File: src/rtl/dbar_pkg.sv
package dbar_pkg;
  localparam int NUM_BANKS        = 4;
  localparam int BANK_W           = 2;
  localparam int ROW_W            = 12;
  localparam int COL_W            = 8;
  localparam int DQ_W             = 32;
  localparam int LANES            = 4;
  localparam int LANE_W           = 8;
  localparam int BURST_LEN        = 4;
  localparam int NIBBLES          = BURST_LEN / 4;
  localparam int AP_BIT           = 8;
  localparam int CLK_PERIOD_PS    = 4000;
  localparam int LINK_DIV         = 6;
  localparam int CAS_LATENCY      = 7;
  localparam int T_RCD_PS         = 16000;
  localparam int T_RC_PS          = 48000;
  localparam int T_RRD_PS         = 8000;
  localparam int T_RAS_PS         = 32000;
  localparam int T_RP_PS          = 16000;
  localparam int LINK_PERIOD_PS   = CLK_PERIOD_PS * LINK_DIV;
  localparam int RCD_CK   = (T_RCD_PS + LINK_PERIOD_PS - 1) / LINK_PERIOD_PS;
  localparam int RC_CK    = (T_RC_PS + LINK_PERIOD_PS - 1) / LINK_PERIOD_PS;
  localparam int RRD_CK   = (T_RRD_PS + LINK_PERIOD_PS - 1) / LINK_PERIOD_PS;
  localparam int RAS_CK   = (T_RAS_PS + LINK_PERIOD_PS - 1) / LINK_PERIOD_PS;
  localparam int RP_CK    = (T_RP_PS + LINK_PERIOD_PS - 1) / LINK_PERIOD_PS;
  localparam logic [3:0] RCD_CNT = 4'(RCD_CK);
  localparam logic [3:0] RC_CNT  = 4'(RC_CK);
  localparam logic [3:0] RRD_CNT = 4'(RRD_CK);
  localparam logic [3:0] RAS_CNT = 4'(RAS_CK);
  localparam logic [3:0] RP_CNT  = 4'(RP_CK);
  localparam logic [3:0] CL_CNT  = 4'(CAS_LATENCY);
  localparam logic [2:0] DIV_HALF = 3'(LINK_DIV / 2);
  localparam logic [1:0] ADDR_DATA = 2'h0;
  typedef enum logic [2:0] {
    DBAR_CMD_NOP  = 3'h0,
    DBAR_CMD_ACT  = 3'h1,
    DBAR_CMD_READ = 3'h2,
    DBAR_CMD_PRE  = 3'h3
  } dbar_cmd_t;
endpackage

File: src/rtl/dbar_if.sv
`timescale 1ns/1ps
interface dbar_if;
  logic                       link_ck;
  dbar_pkg::dbar_cmd_t        cmd;
  logic [dbar_pkg::BANK_W-1:0] bank;
  logic [dbar_pkg::ROW_W-1:0]  addr;
  logic [dbar_pkg::DQ_W-1:0]   dq_out;
  logic                       dq_oe;
  logic [dbar_pkg::LANES-1:0]  read_strobe;
  logic                       strobe_oe;
  logic                       term_on;
  modport mem
  (
    input  link_ck, cmd, bank, addr,
    output dq_out, dq_oe, read_strobe, strobe_oe, term_on
  );
  modport ctl
  (
    output link_ck, cmd, bank, addr,
    input  dq_out, dq_oe, read_strobe, strobe_oe, term_on
  );
endinterface

File: src/rtl/dbar_mem.sv
`timescale 1ns/1ps
module dbar_mem
(
  input  wire logic clk,
  input  wire logic nrst,
  dbar_if.mem       lnk,
  input  wire logic [dbar_pkg::DQ_W-1:0] rd_word,
  input  wire logic                     rd_word_valid,
  output logic                          rd_word_ready,
  output logic                          rd_req,
  output logic [dbar_pkg::BANK_W-1:0]   rd_bank,
  output logic [dbar_pkg::ROW_W-1:0]    rd_row,
  output logic [dbar_pkg::COL_W-1:0]    rd_col,
  output logic                          bad_cmd
);
  localparam int QD = 16;
  typedef struct packed {
    logic [1:0]                                       ck_sync;
    logic                                             ck_prev;
    logic [dbar_pkg::NUM_BANKS-1:0]                   open;
    logic [dbar_pkg::NUM_BANKS-1:0][dbar_pkg::ROW_W-1:0] row;
    logic [dbar_pkg::NUM_BANKS-1:0][3:0]              ras_cnt;
    logic [dbar_pkg::NUM_BANKS-1:0]                   ap_pend;
    logic [QD-1:0]                                    rd_pipe;
    logic [1:0][dbar_pkg::DQ_W-1:0]                   buf_data;
    logic [1:0]                                       buf_full;
    logic                                             word_rdy;
    logic [2:0]                                       elem_left;
    logic [dbar_pkg::DQ_W-1:0]                        dq_out;
    logic                                             dq_oe;
    logic [dbar_pkg::LANES-1:0]                       strobe;
    logic                                             strobe_oe;
    logic                                             term_on;
    logic                                             rd_req;
    logic [dbar_pkg::BANK_W-1:0]                      rd_bank;
    logic [dbar_pkg::ROW_W-1:0]                       rd_row;
    logic [dbar_pkg::COL_W-1:0]                       rd_col;
    logic                                             bad_cmd;
  } dbar_mem_t;
  dbar_mem_t s;
  dbar_mem_t next_s;
  logic ck_rise;
  logic ck_fall;
  logic [1:0] cmd_bank;
  logic pipe_busy;
  assign pipe_busy = |s.rd_pipe[dbar_pkg::CAS_LATENCY-1:0];
  assign ck_rise  = s.ck_sync[1] & ~s.ck_prev;
  assign ck_fall  = ~s.ck_sync[1] & s.ck_prev;
  assign cmd_bank = lnk.bank;
  always_comb
  begin
    next_s            = s;
    next_s.ck_sync    = {s.ck_sync[0], lnk.link_ck};
    next_s.ck_prev    = s.ck_sync[1];
    next_s.rd_req     = 1'b0;
    next_s.bad_cmd    = 1'b0;
    if (ck_rise)
    begin
      next_s.rd_pipe = {s.rd_pipe[QD-2:0], 1'b0};
      for (int b = 0; b < dbar_pkg::NUM_BANKS; b++)
      begin
        if (s.ras_cnt[b] != 4'h0)
          next_s.ras_cnt[b] = s.ras_cnt[b] - 4'h1;
        if (s.ap_pend[b] && s.ras_cnt[b] <= 4'h1 && s.elem_left == 3'h0
            && !pipe_busy)
        begin
          next_s.ap_pend[b] = 1'b0;
          next_s.open[b]    = 1'b0;
        end
      end
      case (lnk.cmd)
        dbar_pkg::DBAR_CMD_ACT:
        begin
          next_s.open[cmd_bank]    = 1'b1;
          next_s.row[cmd_bank]     = lnk.addr;
          next_s.ras_cnt[cmd_bank] = dbar_pkg::RAS_CNT;
        end
        dbar_pkg::DBAR_CMD_READ:
        begin
          if (s.open[cmd_bank])
          begin
            next_s.rd_req     = 1'b1;
            next_s.rd_bank    = cmd_bank;
            next_s.rd_row     = s.row[cmd_bank];
            next_s.rd_col     = lnk.addr[dbar_pkg::COL_W-1:0];
            next_s.ap_pend[cmd_bank] = lnk.addr[dbar_pkg::AP_BIT];
            next_s.rd_pipe[0] = 1'b1;
          end
          else
            next_s.bad_cmd = 1'b1;
        end
        dbar_pkg::DBAR_CMD_PRE:
        begin
          if (lnk.addr[dbar_pkg::AP_BIT])
            next_s.open = '0;
          else
            next_s.open[cmd_bank] = 1'b0;
        end
        default:
        begin
        end
      endcase
      // burst start after cas latency, queued after running burst
      if (s.rd_pipe[dbar_pkg::CAS_LATENCY-1])
        next_s.elem_left = s.elem_left + 3'(dbar_pkg::BURST_LEN);
    end
    // preamble one half clock early
    if (ck_fall && s.rd_pipe[dbar_pkg::CAS_LATENCY-1] && s.elem_left == 3'h0)
    begin
      next_s.strobe_oe = 1'b1;
      next_s.strobe    = '1;
    end
    if ((ck_rise || ck_fall) && next_s.elem_left != 3'h0 && s.buf_full[0])
    begin
      next_s.dq_out    = s.buf_data[0];
      next_s.dq_oe     = 1'b1;
      next_s.strobe_oe = 1'b1;
      next_s.strobe    = {dbar_pkg::LANES{ck_fall}};
      next_s.elem_left = next_s.elem_left - 3'h1;
      next_s.buf_data[0] = s.buf_data[1];
      next_s.buf_full    = {1'b0, s.buf_full[1]};
    end
    else if ((ck_rise || ck_fall) && s.dq_oe && s.elem_left == 3'h0)
    begin
      next_s.dq_oe     = 1'b0;
      next_s.strobe_oe = 1'b0;
      next_s.strobe    = '0;
    end
    // two-entry buffer takes a word after any pop, so none is lost
    if (rd_word_valid && s.word_rdy)
    begin
      if (!next_s.buf_full[0])
      begin
        next_s.buf_data[0] = rd_word;
        next_s.buf_full[0] = 1'b1;
      end
      else
      begin
        next_s.buf_data[1] = rd_word;
        next_s.buf_full[1] = 1'b1;
      end
    end
    next_s.word_rdy = ~next_s.buf_full[1];
    next_s.term_on = ~(pipe_busy || next_s.elem_left != 3'h0 || next_s.dq_oe);
  end
  always_ff @(posedge clk or negedge nrst)
  begin
    if (!nrst)
    begin
      s         <= '0;
      s.term_on <= 1'b1;
    end
    else
      s <= next_s;
  end
  assign lnk.dq_out      = s.dq_out;
  assign lnk.dq_oe       = s.dq_oe;
  assign lnk.read_strobe = s.strobe;
  assign lnk.strobe_oe   = s.strobe_oe;
  assign lnk.term_on     = s.term_on;
  assign rd_req          = s.rd_req;
  assign rd_word_ready   = s.word_rdy;
  assign rd_bank         = s.rd_bank;
  assign rd_row          = s.rd_row;
  assign rd_col          = s.rd_col;
  assign bad_cmd         = s.bad_cmd;
endmodule

File: src/flat_wrapper.sv
// flat-port wrapper written by rule: the top's interface ports become plain ports
module dbar_mem_flat 
  (clk, nrst, rd_word, rd_word_valid, rd_word_ready, rd_req, rd_bank, rd_row, rd_col, bad_cmd, lnk_link_ck, lnk_cmd, lnk_bank, lnk_addr, lnk_dq_out, lnk_dq_oe, lnk_read_strobe, lnk_strobe_oe, lnk_term_on);
  dbar_if lnk_i ();
  input  wire logic clk;
  input  wire logic nrst;
  input  wire logic [dbar_pkg::DQ_W-1:0] rd_word;
  input  wire logic rd_word_valid;
  output logic rd_word_ready;
  output logic rd_req;
  output logic [dbar_pkg::BANK_W-1:0] rd_bank;
  output logic [dbar_pkg::ROW_W-1:0] rd_row;
  output logic [dbar_pkg::COL_W-1:0] rd_col;
  output logic bad_cmd;
  input wire logic [$bits(lnk_i.link_ck)-1:0] lnk_link_ck;
  input wire logic [$bits(lnk_i.cmd)-1:0] lnk_cmd;
  input wire logic [$bits(lnk_i.bank)-1:0] lnk_bank;
  input wire logic [$bits(lnk_i.addr)-1:0] lnk_addr;
  output wire logic [$bits(lnk_i.dq_out)-1:0] lnk_dq_out;
  output wire logic [$bits(lnk_i.dq_oe)-1:0] lnk_dq_oe;
  output wire logic [$bits(lnk_i.read_strobe)-1:0] lnk_read_strobe;
  output wire logic [$bits(lnk_i.strobe_oe)-1:0] lnk_strobe_oe;
  output wire logic [$bits(lnk_i.term_on)-1:0] lnk_term_on;
  assign lnk_i.link_ck = lnk_link_ck;
  assign lnk_i.cmd = lnk_cmd;
  assign lnk_i.bank = lnk_bank;
  assign lnk_i.addr = lnk_addr;
  assign lnk_dq_out = lnk_i.dq_out;
  assign lnk_dq_oe = lnk_i.dq_oe;
  assign lnk_read_strobe = lnk_i.read_strobe;
  assign lnk_strobe_oe = lnk_i.strobe_oe;
  assign lnk_term_on = lnk_i.term_on;
  dbar_mem u_core (.clk(clk), .nrst(nrst), .lnk(lnk_i), .rd_word(rd_word), .rd_word_valid(rd_word_valid), .rd_word_ready(rd_word_ready), .rd_req(rd_req), .rd_bank(rd_bank), .rd_row(rd_row), .rd_col(rd_col), .bad_cmd(bad_cmd));
endmodule
File: config.mk
export PLATFORM = sky130hd
export DESIGN_NAME = dbar_mem_flat
export DESIGN_NICKNAME = d
export VERILOG_FILES = /design/src/rtl/dbar_pkg.sv /design/src/rtl/dbar_if.sv /design/src/rtl/dbar_mem.sv /design/src/flat_wrapper.sv
export SDC_FILE = /design/constraint.sdc
export NUM_CORES = 1
export LEC_CHECK = 0
export BUFFER_PORTS_ARGS = -buffer_cell sky130_fd_sc_hd__buf_2
export CORE_MARGIN = 10
export CORE_UTILIZATION = 58
export DETAILED_ROUTE_END_ITERATION = 8
export PLACE_DENSITY_LB_ADDON = 0.1
export SYNTH_ARGS = -nofsm -noshare
export SYNTH_HDL_FRONTEND = slang
export SYNTH_SLANG_ARGS = --single-unit
File: constraint.sdc
create_clock -name clk -period 2.4 [get_ports clk]
set_input_delay 0.24 -clock clk [delete_from_list [all_inputs] [get_ports clk]]
set_output_delay 0.24 -clock clk [all_outputs]
set_load 0.01 [all_outputs]
### After elaboration in Yosys (flattened, before gate mapping)

Index checks and enable logic that the tools add are counted.
W data, S select, Z words.

| cells by class | value |
|---|---|
| $lt $le $gt $ge | 6 |
| bitwise logic cells | 12 |
| reduce and logical (&&, ||, !) cells | 36 |
| $add $sub $neg | 6 |
| multiplexer cells | 57 |
| eq/ne operators | 3 |

Operators by type and width:

| kind | number |
|---|---|
| $mux W34 | 2 |
| $bwmux W48 | 1 |
| $mux W24 | 2 |
| $mux W4 | 12 |
| $mux W35 | 1 |
| $mux W32 | 1 |
| $bmux W12 S2 | 1 |
| $demux W12 S2 | 1 |
| $mux W12 | 2 |
| $mux W23 | 1 |
| $mux W1 | 22 |
| $logic_and A1 B1 Y1 | 20 |
| $le A4 B1 Y1 const B | 4 |
| $mux W16 | 1 |
| $reduce_bool A4 Y1 | 4 |
| $sub A4 B1 Y4 const B | 4 |
| $and A12 B12 Y12 | 1 |
| $mux W6 | 2 |
| $not A12 Y12 | 1 |
| $reduce_bool A3 Y1 | 3 |
| $demux W4 S2 | 1 |
| $or A4 B4 Y4 | 2 |
| $pmux W4 S2 | 1 |
| $reduce_or A7 Y1 | 1 |
| other kinds (20) | 29 |

| word-level totals | value |
|---|---|
| output and inout port bits | 64 |
| register bits after elaboration | 215 |
| word-level logic and storage cells | 148 |
| bits of input ports | 53 |

### Depth between registers and ports, before layout

Gate-level depths: netlist of the first run.

| depth | value |
|---|---|
| depth in word-level cells | 11 |
| depth in mapped cells | 9 |

### Worst setup path after synthesis of the first run

Ideal clock, no wire load.

| timing path | value |
|---|---|
| path type | reg-to-reg |
| from | reg u_core.s[221] (netlist bit) |
| to | reg u_core.s[75] (netlist bit) |
| stages on the path, launching flop included | 9 |
| setup slack | 317 ps |
| path buffers | 2 |
| data arrival time | 1958 ps |
| cell sequence | dfrtp_1 inv_1 ha_1 and2_4 o2111a_1 buf_2 buf_2 mux2_2 mux2_2 |

RTL lines:

| what | line | source |
|---|---|---|
| from (decl) | dbar_mem.sv:40 | `dbar_mem_t s;` |
| from (signal assigned) | dbar_mem.sv:154 | `s <= next_s;` |

### Worst setup path in the final report of the first run

| timing path | value |
|---|---|
| from | reg u_core.s (netlist bit u_core.next_s[221]) |
| to | reg u_core.s[123] (netlist bit) |

| on the way | value |
|---|---|
| word-level cells in the longest chain between the ends | 7 |

RTL lines:

| what | line | source |
|---|---|---|
| $and A1 B1 Y1 * | dbar_mem.sv:47 | `assign ck_rise = s.ck_sync[1] & ~s.ck_prev;` |
| via u_core.ck_rise | dbar_mem.sv:42 | `logic ck_rise;` |
| $mux W3 | dbar_mem.sv:57 | `if (ck_rise)` |
| $reduce_bool A3 Y1 | dbar_mem.sv:113 | `if ((ck_rise \|\| ck_fall) && next_s.elem_left != 3'h0 && s.buf_full[0])` |
| $logic_and A1 B1 Y1 * (2 in series) | dbar_mem.sv:113 |  |
| $mux W34 * | dbar_mem.sv:113 |  |
| $reduce_and A2 Y1 (no line) * | -- |  |

The timed path passes the listed nets; every way through them passes the cells marked *.
A chain may end at the register's enable or synchronous reset.

==> insert_results.sql, run 1 <==
INSERT INTO impl_metrics (metric_group, metric, value, unit) VALUES
('timing', 'period_needed', '2.30', 'ns'),
('worst_setup_path', 'worst_setup_path_startpoint', 'u_core.next_s[221]', ''),
('min_path', 'timing.hold.worst.class', 'in -> reg', ''),
('final_layout', 'n_fill_cell', '1178', ''),
('logic_synthesis', 'synth.largest_area_cell', 'sky130_fd_sc_hd__dfrtp_1', ''),
('min_path', 'holdCritStartpoint', 'lnk_addr[10]', ''),
('timing', 'worst_pin_slew', '0.648', 'ns'),
('run', 'timing.max_cap.violations', '0', ''),
('final_layout', 'multi_input_area', '3760', 'um^2'),
('timing', 'post-route-period-util', '95.6', '%'),
('pwr', 'comb_power_share', '31.4', '%'),
('cts', 'cts.htree.levels', '1', ''),
('timing', 'setup-tns-final', '0', 'ns'),
('timing', 'max_freq', '436', 'MHz'),
('logic_synthesis', 'post_synth_cell_types', '48', ''),
('logic_synthesis', 'post-synth-top-count-cell', 'sky130_fd_sc_hd__dfrtp_1', ''),
('global_route', 'grt_antenna_before_repair', '0', ''),
('routing', 'drt_first_iter_violations', '215', ''),
('cts', 'clock_transition_time_at_the_flip_flop_clock_pins_of_the_worst_setup_and_hold_paths', '0.06', 'ns'),
('worst_setup_path', 'endpoint', 'u_core.s[123]', ''),
('routing', 'wl_met2', '9.64', 'mm'),
('floorplanning', 'die_area', '22400', 'um^2'),
('worst_setup_path', 'crit_chain', 'ha_1 > and2_4 > o2111a_1 > or3_2 > buf_12 > mux2_4', ''),
('logic_synthesis', 'netlist.area_leader.share', '54.2', '%'),
('routing', 'wl_met1', '8.05', 'mm'),
('timing', 'slew_headroom', '56.8', '%'),
('logic_synthesis', 'gate_count_post_synth', '703', ''),
('final_layout', 'final_cell_area', '11300', 'um^2'),
('floorplanning', 'die_height', '150', 'um'),
('pwr', 'p_int', '9.10', 'mW'),
('cts', 'clk_root_buffer_cell', 'sky130_fd_sc_hd__clkbuf_16', ''),
('logic_synthesis', 'synth_enable_flop_cells', '0', ''),
('pwr', 'netSwitchingFraction', '28.7', '%'),
('routing', 'drt_pre_antenna_iters', '4', ''),
('pwr', 'share_seq_of_total_power', '43.0', '%'),
('place', 'placement_stage_cell_area', '10300', 'um^2'),
('cts', 'cts-buffers-inserted', '23', ''),
('logic_synthesis', 'post_synth_main_area_contributors', 'sky130_fd_sc_hd__dfrtp_1 (54%), sky130_fd_sc_hd__mux2_2 (20%), sky130_fd_sc_hd__buf_4 (4.7%)', ''),
('worst_setup_path', 'timing.critical_path.required', '2.78', 'ns'),
('logic_synthesis', 'synth_ff_type', 'sky130_fd_sc_hd__dfrtp_1', ''),
('logic_synthesis', 'synthesis.area', '9730', 'um^2'),
('pwr', 'vdd.ir_drop.worst', '0.815', 'mV'),
('routing', 'drt_drc_violations_left', '0', ''),
('worst_setup_path', 'rr_endpoint', 'u_core.s[123]', ''),
('logic_synthesis', 'top_cells_by_count_synth', 'sky130_fd_sc_hd__dfrtp_1 (211), sky130_fd_sc_hd__mux2_2 (174), sky130_fd_sc_hd__buf_4 (61), sky130_fd_sc_hd__nor2_1 (29), sky130_fd_sc_hd__mux2_4 (28)', ''),
('place', 'globalplace.congestion', '0.776', ''),
('pwr', 'netSwitchingPower', '3.66', 'mW'),
('routing', 'vias_per_cell', '5.44', ''),
('place', 'detailed_place_hpwl', '12.9', 'mm'),
('worst_setup_path', 'timing.critical_path.slowest_stage_cell', 'sky130_fd_sc_hd__or3_2', ''),
('worst_setup_path', 'cpPeakStageDelay', '0.50', 'ns'),
('floorplanning', 'pin_count', '117', ''),
('routing', 'antenna_violating_nets_post_route', '0', ''),
('worst_setup_path', 'worst-endpoint-arrival', '2.68', 'ns'),
('cts', 'clk_sink_count', '212', ''),
('cts', 'worstSkewPairLatency', '0.50', 'ns'),
('routing', 'vias', '5690', ''),
('routing', 'drt-total-wl', '18.8', 'mm'),
('final_layout', 'seqCellArea', '5310', 'um^2'),
('worst_setup_path', 'cp_startpoint_kind', 'flop', ''),
('timing', 'slew_viol_final', '0', ''),
('cts', 'tritoncts', 'done', ''),
('global_route', 'grt_pass1_vias', '6329', ''),
('global_route', 'grt-ovfl-total', '0', ''),
('final_layout', 'antennaDiodeCount', '0', ''),
('worst_setup_path', 'critPathKind', 'reg -> reg', ''),
('run_status', 'status', 'finished, final reports clean', ''),
('worst_setup_path', 'crit_cells', '6', ''),
('place', 'io_buffer_count', '116', ''),
('floorplanning', 'die-width', '150', 'um'),
('worst_setup_path', 'critical_path.max_fanout', '34', '');
[kinds of logic (layout without fill, tap and decap cells)]
group | Yosys count | count (layout) | share of synthesized area (%)
AO/OA/AOI/OAI | 54 | 54 | 3.57
XOR/XNOR | 8 | 8 | 0.720
adder cells (fa/ha/maj) | 13 | 13 | 1.67
buffers and inverters | 108 | 231 | 7.04
flip-flops | 212 | 212 | 54.5
multiplexers | 215 | 215 | 27.5
AND/OR/NAND/NOR | 93 | 93 | 5.01
[layer usage]
layer	global-route usage [%]	vias up
li1	-	2645
met1	20.9	2901
met2	30.5	118
met3	3.68	26
met4	4.02	0
met5	0	-
[sequential cells by signal, summed over array words and instances (netlist names)]
signal	count
u_core.next_s	2
u_core.bad_cmd	1
u_core.rd_word_ready	1
u_core.lnk.dq_oe	1
u_core.s	149
u_core.lnk.dq_out	32
u_core.lnk.strobe_oe	1
u_core.rd_row	12
u_core.rd_col	8
u_core.lnk.read_strobe	1
u_core.rd_bank	2
u_core.rd_req	1
u_core.lnk.term_on	1
[worst min path at each step]
| stage | endpoint | slack [ns] | depth (start not counted) |
|---|---|---|---|
| floorplan | u_core.bad_cmd | -0.06 | 0 |
| global placement | u_core.rd_col[0] | 0.31 | 1 |
| detailed placement | u_core.rd_row[0] | 0.32 | 1 |
| CTS | u_core.s[206] | 0.003 | 2 |
| global route | u_core.s[215] | 0.02 | 2 |
| finish | u_core.s[179] | 0.02 | 2 |
[worst register-to-register path: stages (launching register included)]
cell,delay (ns)
sky130_fd_sc_hd__dfrtp_1,0.39
sky130_fd_sc_hd__ha_1,0.26
sky130_fd_sc_hd__and2_4,0.17
sky130_fd_sc_hd__o2111a_1,0.30
sky130_fd_sc_hd__or3_2,0.51
sky130_fd_sc_hd__buf_12,0.22
sky130_fd_sc_hd__mux2_4,0.34
[layout by cell type, fill, tap and decap left out, drive strengths merged, types with 3 or more instances in the layout]
master | Yosys | final
o22ai | 5 | 5
nor3 | 8 | 8
nor2b | 5 | 5
clkbuf | 5 | 37
clkinv | 0 | 4
o211ai | 7 | 7
or4b | 3 | 3
nand3 | 7 | 7
ha | 13 | 13
nand2 | 20 | 20
nand2b | 6 | 6
mux4 | 13 | 13
nand4 | 3 | 3
a21oi | 11 | 11
dlygate4sd3 | 0 | 34
xnor2 | 7 | 7
mux2 | 202 | 202
nor2 | 29 | 29
o21ai | 14 | 14
inv | 19 | 20
a211o | 3 | 3
buf | 84 | 136
dfrtp | 211 | 211
a21o | 4 | 4
[final cells by class]
type / count / area share, %
Timing Repair Buffer: 171 / 10.5
Clock buffer: 36 / 5.97
Clock inverter: 5 / 0.255
Multi-Input combinational cell: 383 / 33.2
Sequential cell: 212 / 47.0
Tap cell: 220 / 2.44
Inverter: 19 / 0.631
[metrics by stage]
stage               utilization (%)  total power, mW  std cells  hold WS, ns  worst slack [ns]
floorplan                         -             8.81        703      -0.0556             0.317
global placement               62.1             9.30        971        0.311             0.181
detailed placement             62.1             9.56        971        0.324             0.119
CTS                            68.4             12.9       1046      0.00338             0.105
global route                   68.4             13.6       1046       0.0222            0.0363
finish                         68.4             12.8       1046       0.0216             0.105
[power by group through the flow]
stage / clock [mW] / combinational [mW] / sequential (mW)
global placement: 0 / 3.84 / 5.46
floorplan: 0 / 3.49 / 5.32
detailed placement: 0 / 4.03 / 5.53
finish: 3.26 / 4.00 / 5.49
CTS: 3.34 / 4.07 / 5.49
global route: 3.50 / 4.43 / 5.65
[repair_timing]
item / in CTS / in global routing
setup endpoints to repair: 0 / 2
hold endpoints to repair: 136 / 0
hold buffers: 34 / 0
buffers inserted: 0 / 0
gates resized for setup: 0 / 1
No activity file was read; power rests on OpenSTA's default activity.
==> run 2, diff against run 1 <==
Settings changed: CORE_UTILIZATION 58 to 30, GPL_TIMING_DRIVEN from default to 0.
==> run 2 against run 1 <==
  * Combinational power grew 15%
  * Fmax increased by 1.7%
  * Die area grew 79%
  * Sequential share of layout area shrank 3.3 points
  * First-iteration DRC count grew 4.2%
  * Critical endpoint is now u_core.s[191]
  * Largest power group unchanged
  * Highest routed layer unchanged
==> insert_results.sql, run 2 (synthesis gave the netlist of run 1 again) <==
INSERT INTO impl_metrics (metric_group, metric, value, unit) VALUES
('pwr', 'vdd.ir_drop.worst', '0.533', 'mV'),
('worst_setup_path', 'worst-endpoint-arrival', '2.66', 'ns'),
('worst_setup_path', 'cpPeakStageDelay', '0.38', 'ns'),
('global_route', 'grt-ovfl-total', '0', ''),
('routing', 'vias', '6021', ''),
('worst_setup_path', 'critPathKind', 'reg -> reg', ''),
('worst_setup_path', 'cp_startpoint_kind', 'flop', ''),
('final_layout', 'layout_stage_area_growth_over_the_synthesis_result', '24.9', '%'),
('timing', 'slew_headroom', '42.4', '%'),
('worst_setup_path', 'timing.reg2reg.worst_path_depth', '7', ''),
('floorplanning', 'die_height', '200', 'um'),
('cts', 'cts.htree.levels', '1', ''),
('final_layout', 'layout.cells.most_common_list', 'sky130_fd_sc_hd__dfrtp_1 (211), sky130_fd_sc_hd__mux2_2 (174), sky130_fd_sc_hd__buf_2 (120), sky130_fd_sc_hd__buf_4 (64), sky130_fd_sc_hd__dlygate4sd3_1 (40)', ''),
('min_path', 'whs_path_depth', '2', ''),
('routing', 'route.detailed.wl_per_inst', '17.3', 'um'),
('worst_setup_path', 'worst_setup_path_end_kind', 'flop', ''),
('routing', 'vias_per_cell', '4.51', ''),
('worst_setup_path', 'timing.critical_path.slowest_stage_cell', 'sky130_fd_sc_hd__dfrtp_1', ''),
('floorplanning', 'pin_count', '117', ''),
('global_route', 'use_met1', '13.9', '%'),
('timing', 'finalSetupViolCount', '0', ''),
('cts', 'worstSkewPairLatency', '0.52', 'ns'),
('final_layout', 'largest_reg_flops', '149', ''),
('worst_setup_path', 'crit_chain', 'inv_1 > ha_2 > nand4bb_1 > clkbuf_1 > nor2_4 > buf_4 > mux2_2', ''),
('pwr', 'netSwitchingFraction', '29.1', '%'),
('final_layout', 'mostFrequentLayoutCell', 'sky130_fd_sc_hd__dfrtp_1', ''),
('timing', 'period_needed', '2.26', 'ns'),
('global_route', 'global_route.peak_usage_layer', 'met2', ''),
('global_route', 'grt_util_all_layers', '11.5', '%'),
('global_route', 'groute.layer.met2.usage', '20.3', '%'),
('timing', 'fin_skew', '0.00866', 'ns'),
('cts', 'tritoncts', 'done', ''),
('final_layout', 'drive_above_1_share', '52.0', '%'),
('run_status', 'status', 'finished, final reports clean', ''),
('floorplanning', 'row_cnt', '65', ''),
('global_route', 'wire_length_of_the_first_global_routing_pass', '38.3', 'mm'),
('global_route', 'grt_pass1_vias', '6892', ''),
('worst_setup_path', 'critical_path.max_fanout', '10', ''),
('floorplanning', 'initial_core_util', '30.6', '%'),
('pwr', 'static_leakage', '5.74', 'nW'),
('cts', 'clock_transition_time_at_the_flip_flop_clock_pins_of_the_worst_setup_and_hold_paths', '0.06', 'ns'),
('place', 'detailed_place_hpwl', '16.1', 'mm'),
('min_path', 'timing.hold.worst.class', 'in -> reg', ''),
('final_layout', 'max_flop_register', 'u_core.s', ''),
('final_layout', 'antennaDiodeCount', '0', ''),
('cts', 'clock_tree.buffer_depth', '3', ''),
('final_layout', 'nNetsFinal', '952', ''),
('pwr', 'power_density', '1130', 'nW/um^2'),
('place', 'placement_stage_cell_area', '10900', 'um^2'),
('timing', 'worst_pin_slew', '0.863', 'ns'),
('routing', 'drt_drc_violations_left', '0', ''),
('place', 'io_buffer_count', '113', ''),
('worst_setup_path', 'r2r_start', 'u_core.s[221]', ''),
('timing', 'post-route-period-util', '94.1', '%'),
('min_path', 'min_to', 'u_core.rd_col[4]', ''),
('routing', 'antenna_violating_nets_post_route', '0', ''),
('pwr', 'netSwitchingPower', '4.00', 'mW'),
('global_route', 'grt_start_max_net_pins', '111', ''),
('worst_setup_path', 'setup.reg_to_reg.worst_slack', '0.14', 'ns'),
('floorplanning', 'core_ar', '31800', 'um^2'),
('cts', 'cts-buffers-inserted', '26', ''),
('pwr', 'comb_power_share', '33.7', '%'),
('cts', 'clk_root_buffer_cell', 'sky130_fd_sc_hd__clkbuf_16', ''),
('floorplanning', 'die-width', '200', 'um'),
('pwr', 'share_seq_of_total_power', '40.0', '%'),
('final_layout', 'final_cell_area', '12200', 'um^2'),
('routing', 'drt_first_iter_violations', '224', ''),
('timing', 'max_freq', '443', 'MHz'),
('worst_setup_path', 'timing.critical_path.required', '2.80', 'ns'),
('timing', 'finalHoldViolations', '0', ''),
('run', 'timing.max_cap.violations', '0', ''),
('pwr', 'p_int', '9.72', 'mW'),
('worst_setup_path', 'rr_endpoint', 'u_core.s[191]', ''),
('timing', 'rsz0062_at_grt', 'no', ''),
('min_path', 'holdCritStartpoint', 'lnk_addr[4]', ''),
('global_route', 'grt_antenna_before_repair', '0', ''),
('timing', 'slew_viol_final', '0', ''),
('pwr', 'pwr-share-clk', '26.4', '%'),
('routing', 'drt_pre_antenna_iters', '6', ''),
('place', 'globalplace.congestion', '0.768', ''),
('global_route', 'global_route.usage.met3', '2.45', '%'),
('timing', 'setup-tns-final', '0', 'ns'),
('routing', 'drt-total-wl', '23.0', 'mm'),
('cts', 'clk_sink_count', '212', ''),
('floorplanning', 'die_area', '40000', 'um^2');
==> run 2: timing repair <==
action                                  CTS  global route
buffers inserted                          1             0
resized for setup                        16             8
gates cloned                              0             0
endpoints found under the setup margin  112            82
pin swaps                                 1             1
hold endpoints to repair                196             0
hold buffers                             40             0
==> run 2: through the flow <==
step                      hold slack, ns  setup slack [ns]  utilization (%)  cells  power (mW)
after floorplan                  -0.0556             0.317                -    703        8.81
final                             0.0197             0.142             38.2   1335        13.7
after detailed placement           0.346            -0.436             34.2   1252        10.1
after CTS                        0.00626          0.000220             38.1   1335        14.0
after global routing              0.0165           0.00544             38.2   1335        14.6
after global placement             0.333             -2.47             34.1   1251        9.89
==> run 2: power groups by stage <==
stage | Sequential (mW) | Clock, mW | Combinational (mW)
final | 5.48 | 3.62 | 4.62
after global routing | 5.65 | 3.90 | 5.08
after floorplan | 5.32 | 0 | 3.49
after global placement | 5.44 | 0 | 4.45
after CTS | 5.49 | 3.77 | 4.70
after detailed placement | 5.54 | 0 | 4.61
==> run 2: worst max path at each step <==
stage,startpoint,endpoint
floorplan,u_core.s[221],u_core.s[75]
global placement,nrst,u_core.lnk.dq_out[24]
detailed placement,u_core.s[221],u_core.s[189]
CTS,u_core.s[221],u_core.s[87]
global route,u_core.s[221],u_core.s[189]
finish,u_core.s[221],u_core.s[191]
==> run 2: layout make-up <==
cell class / count / area [um^2]
tap: 435 / 544
clock buffer: 35 / 734
clock inverter: 7 / 53.8
timing repair buffer: 155 / 1010
fill: 3089 / 19600
multi-input combinational: 383 / 3780
sequential: 212 / 5310
buffer: 89 / 652
inverter: 19 / 71.3
==> run 2: routing by layer <==
| layer | routed length (um) | up-vias |
|---|---|---|
| met4 | 514 | 0 |
| met2 | 11600 | 109 |
| met1 | 9950 | 3091 |
| met5 | 0 | - |
| met3 | 928 | 31 |
| li1 | - | 2790 |
==> run 2: critical path: cells and delay by family, from the launching register on <==
family / cells / cell delay [ns]
adder cells (fa/ha/maj): 1 / 0.27
multiplexers: 1 / 0.35
flip-flops: 1 / 0.38
AND/OR/NAND/NOR: 2 / 0.49
buffers and inverters: 3 / 0.63
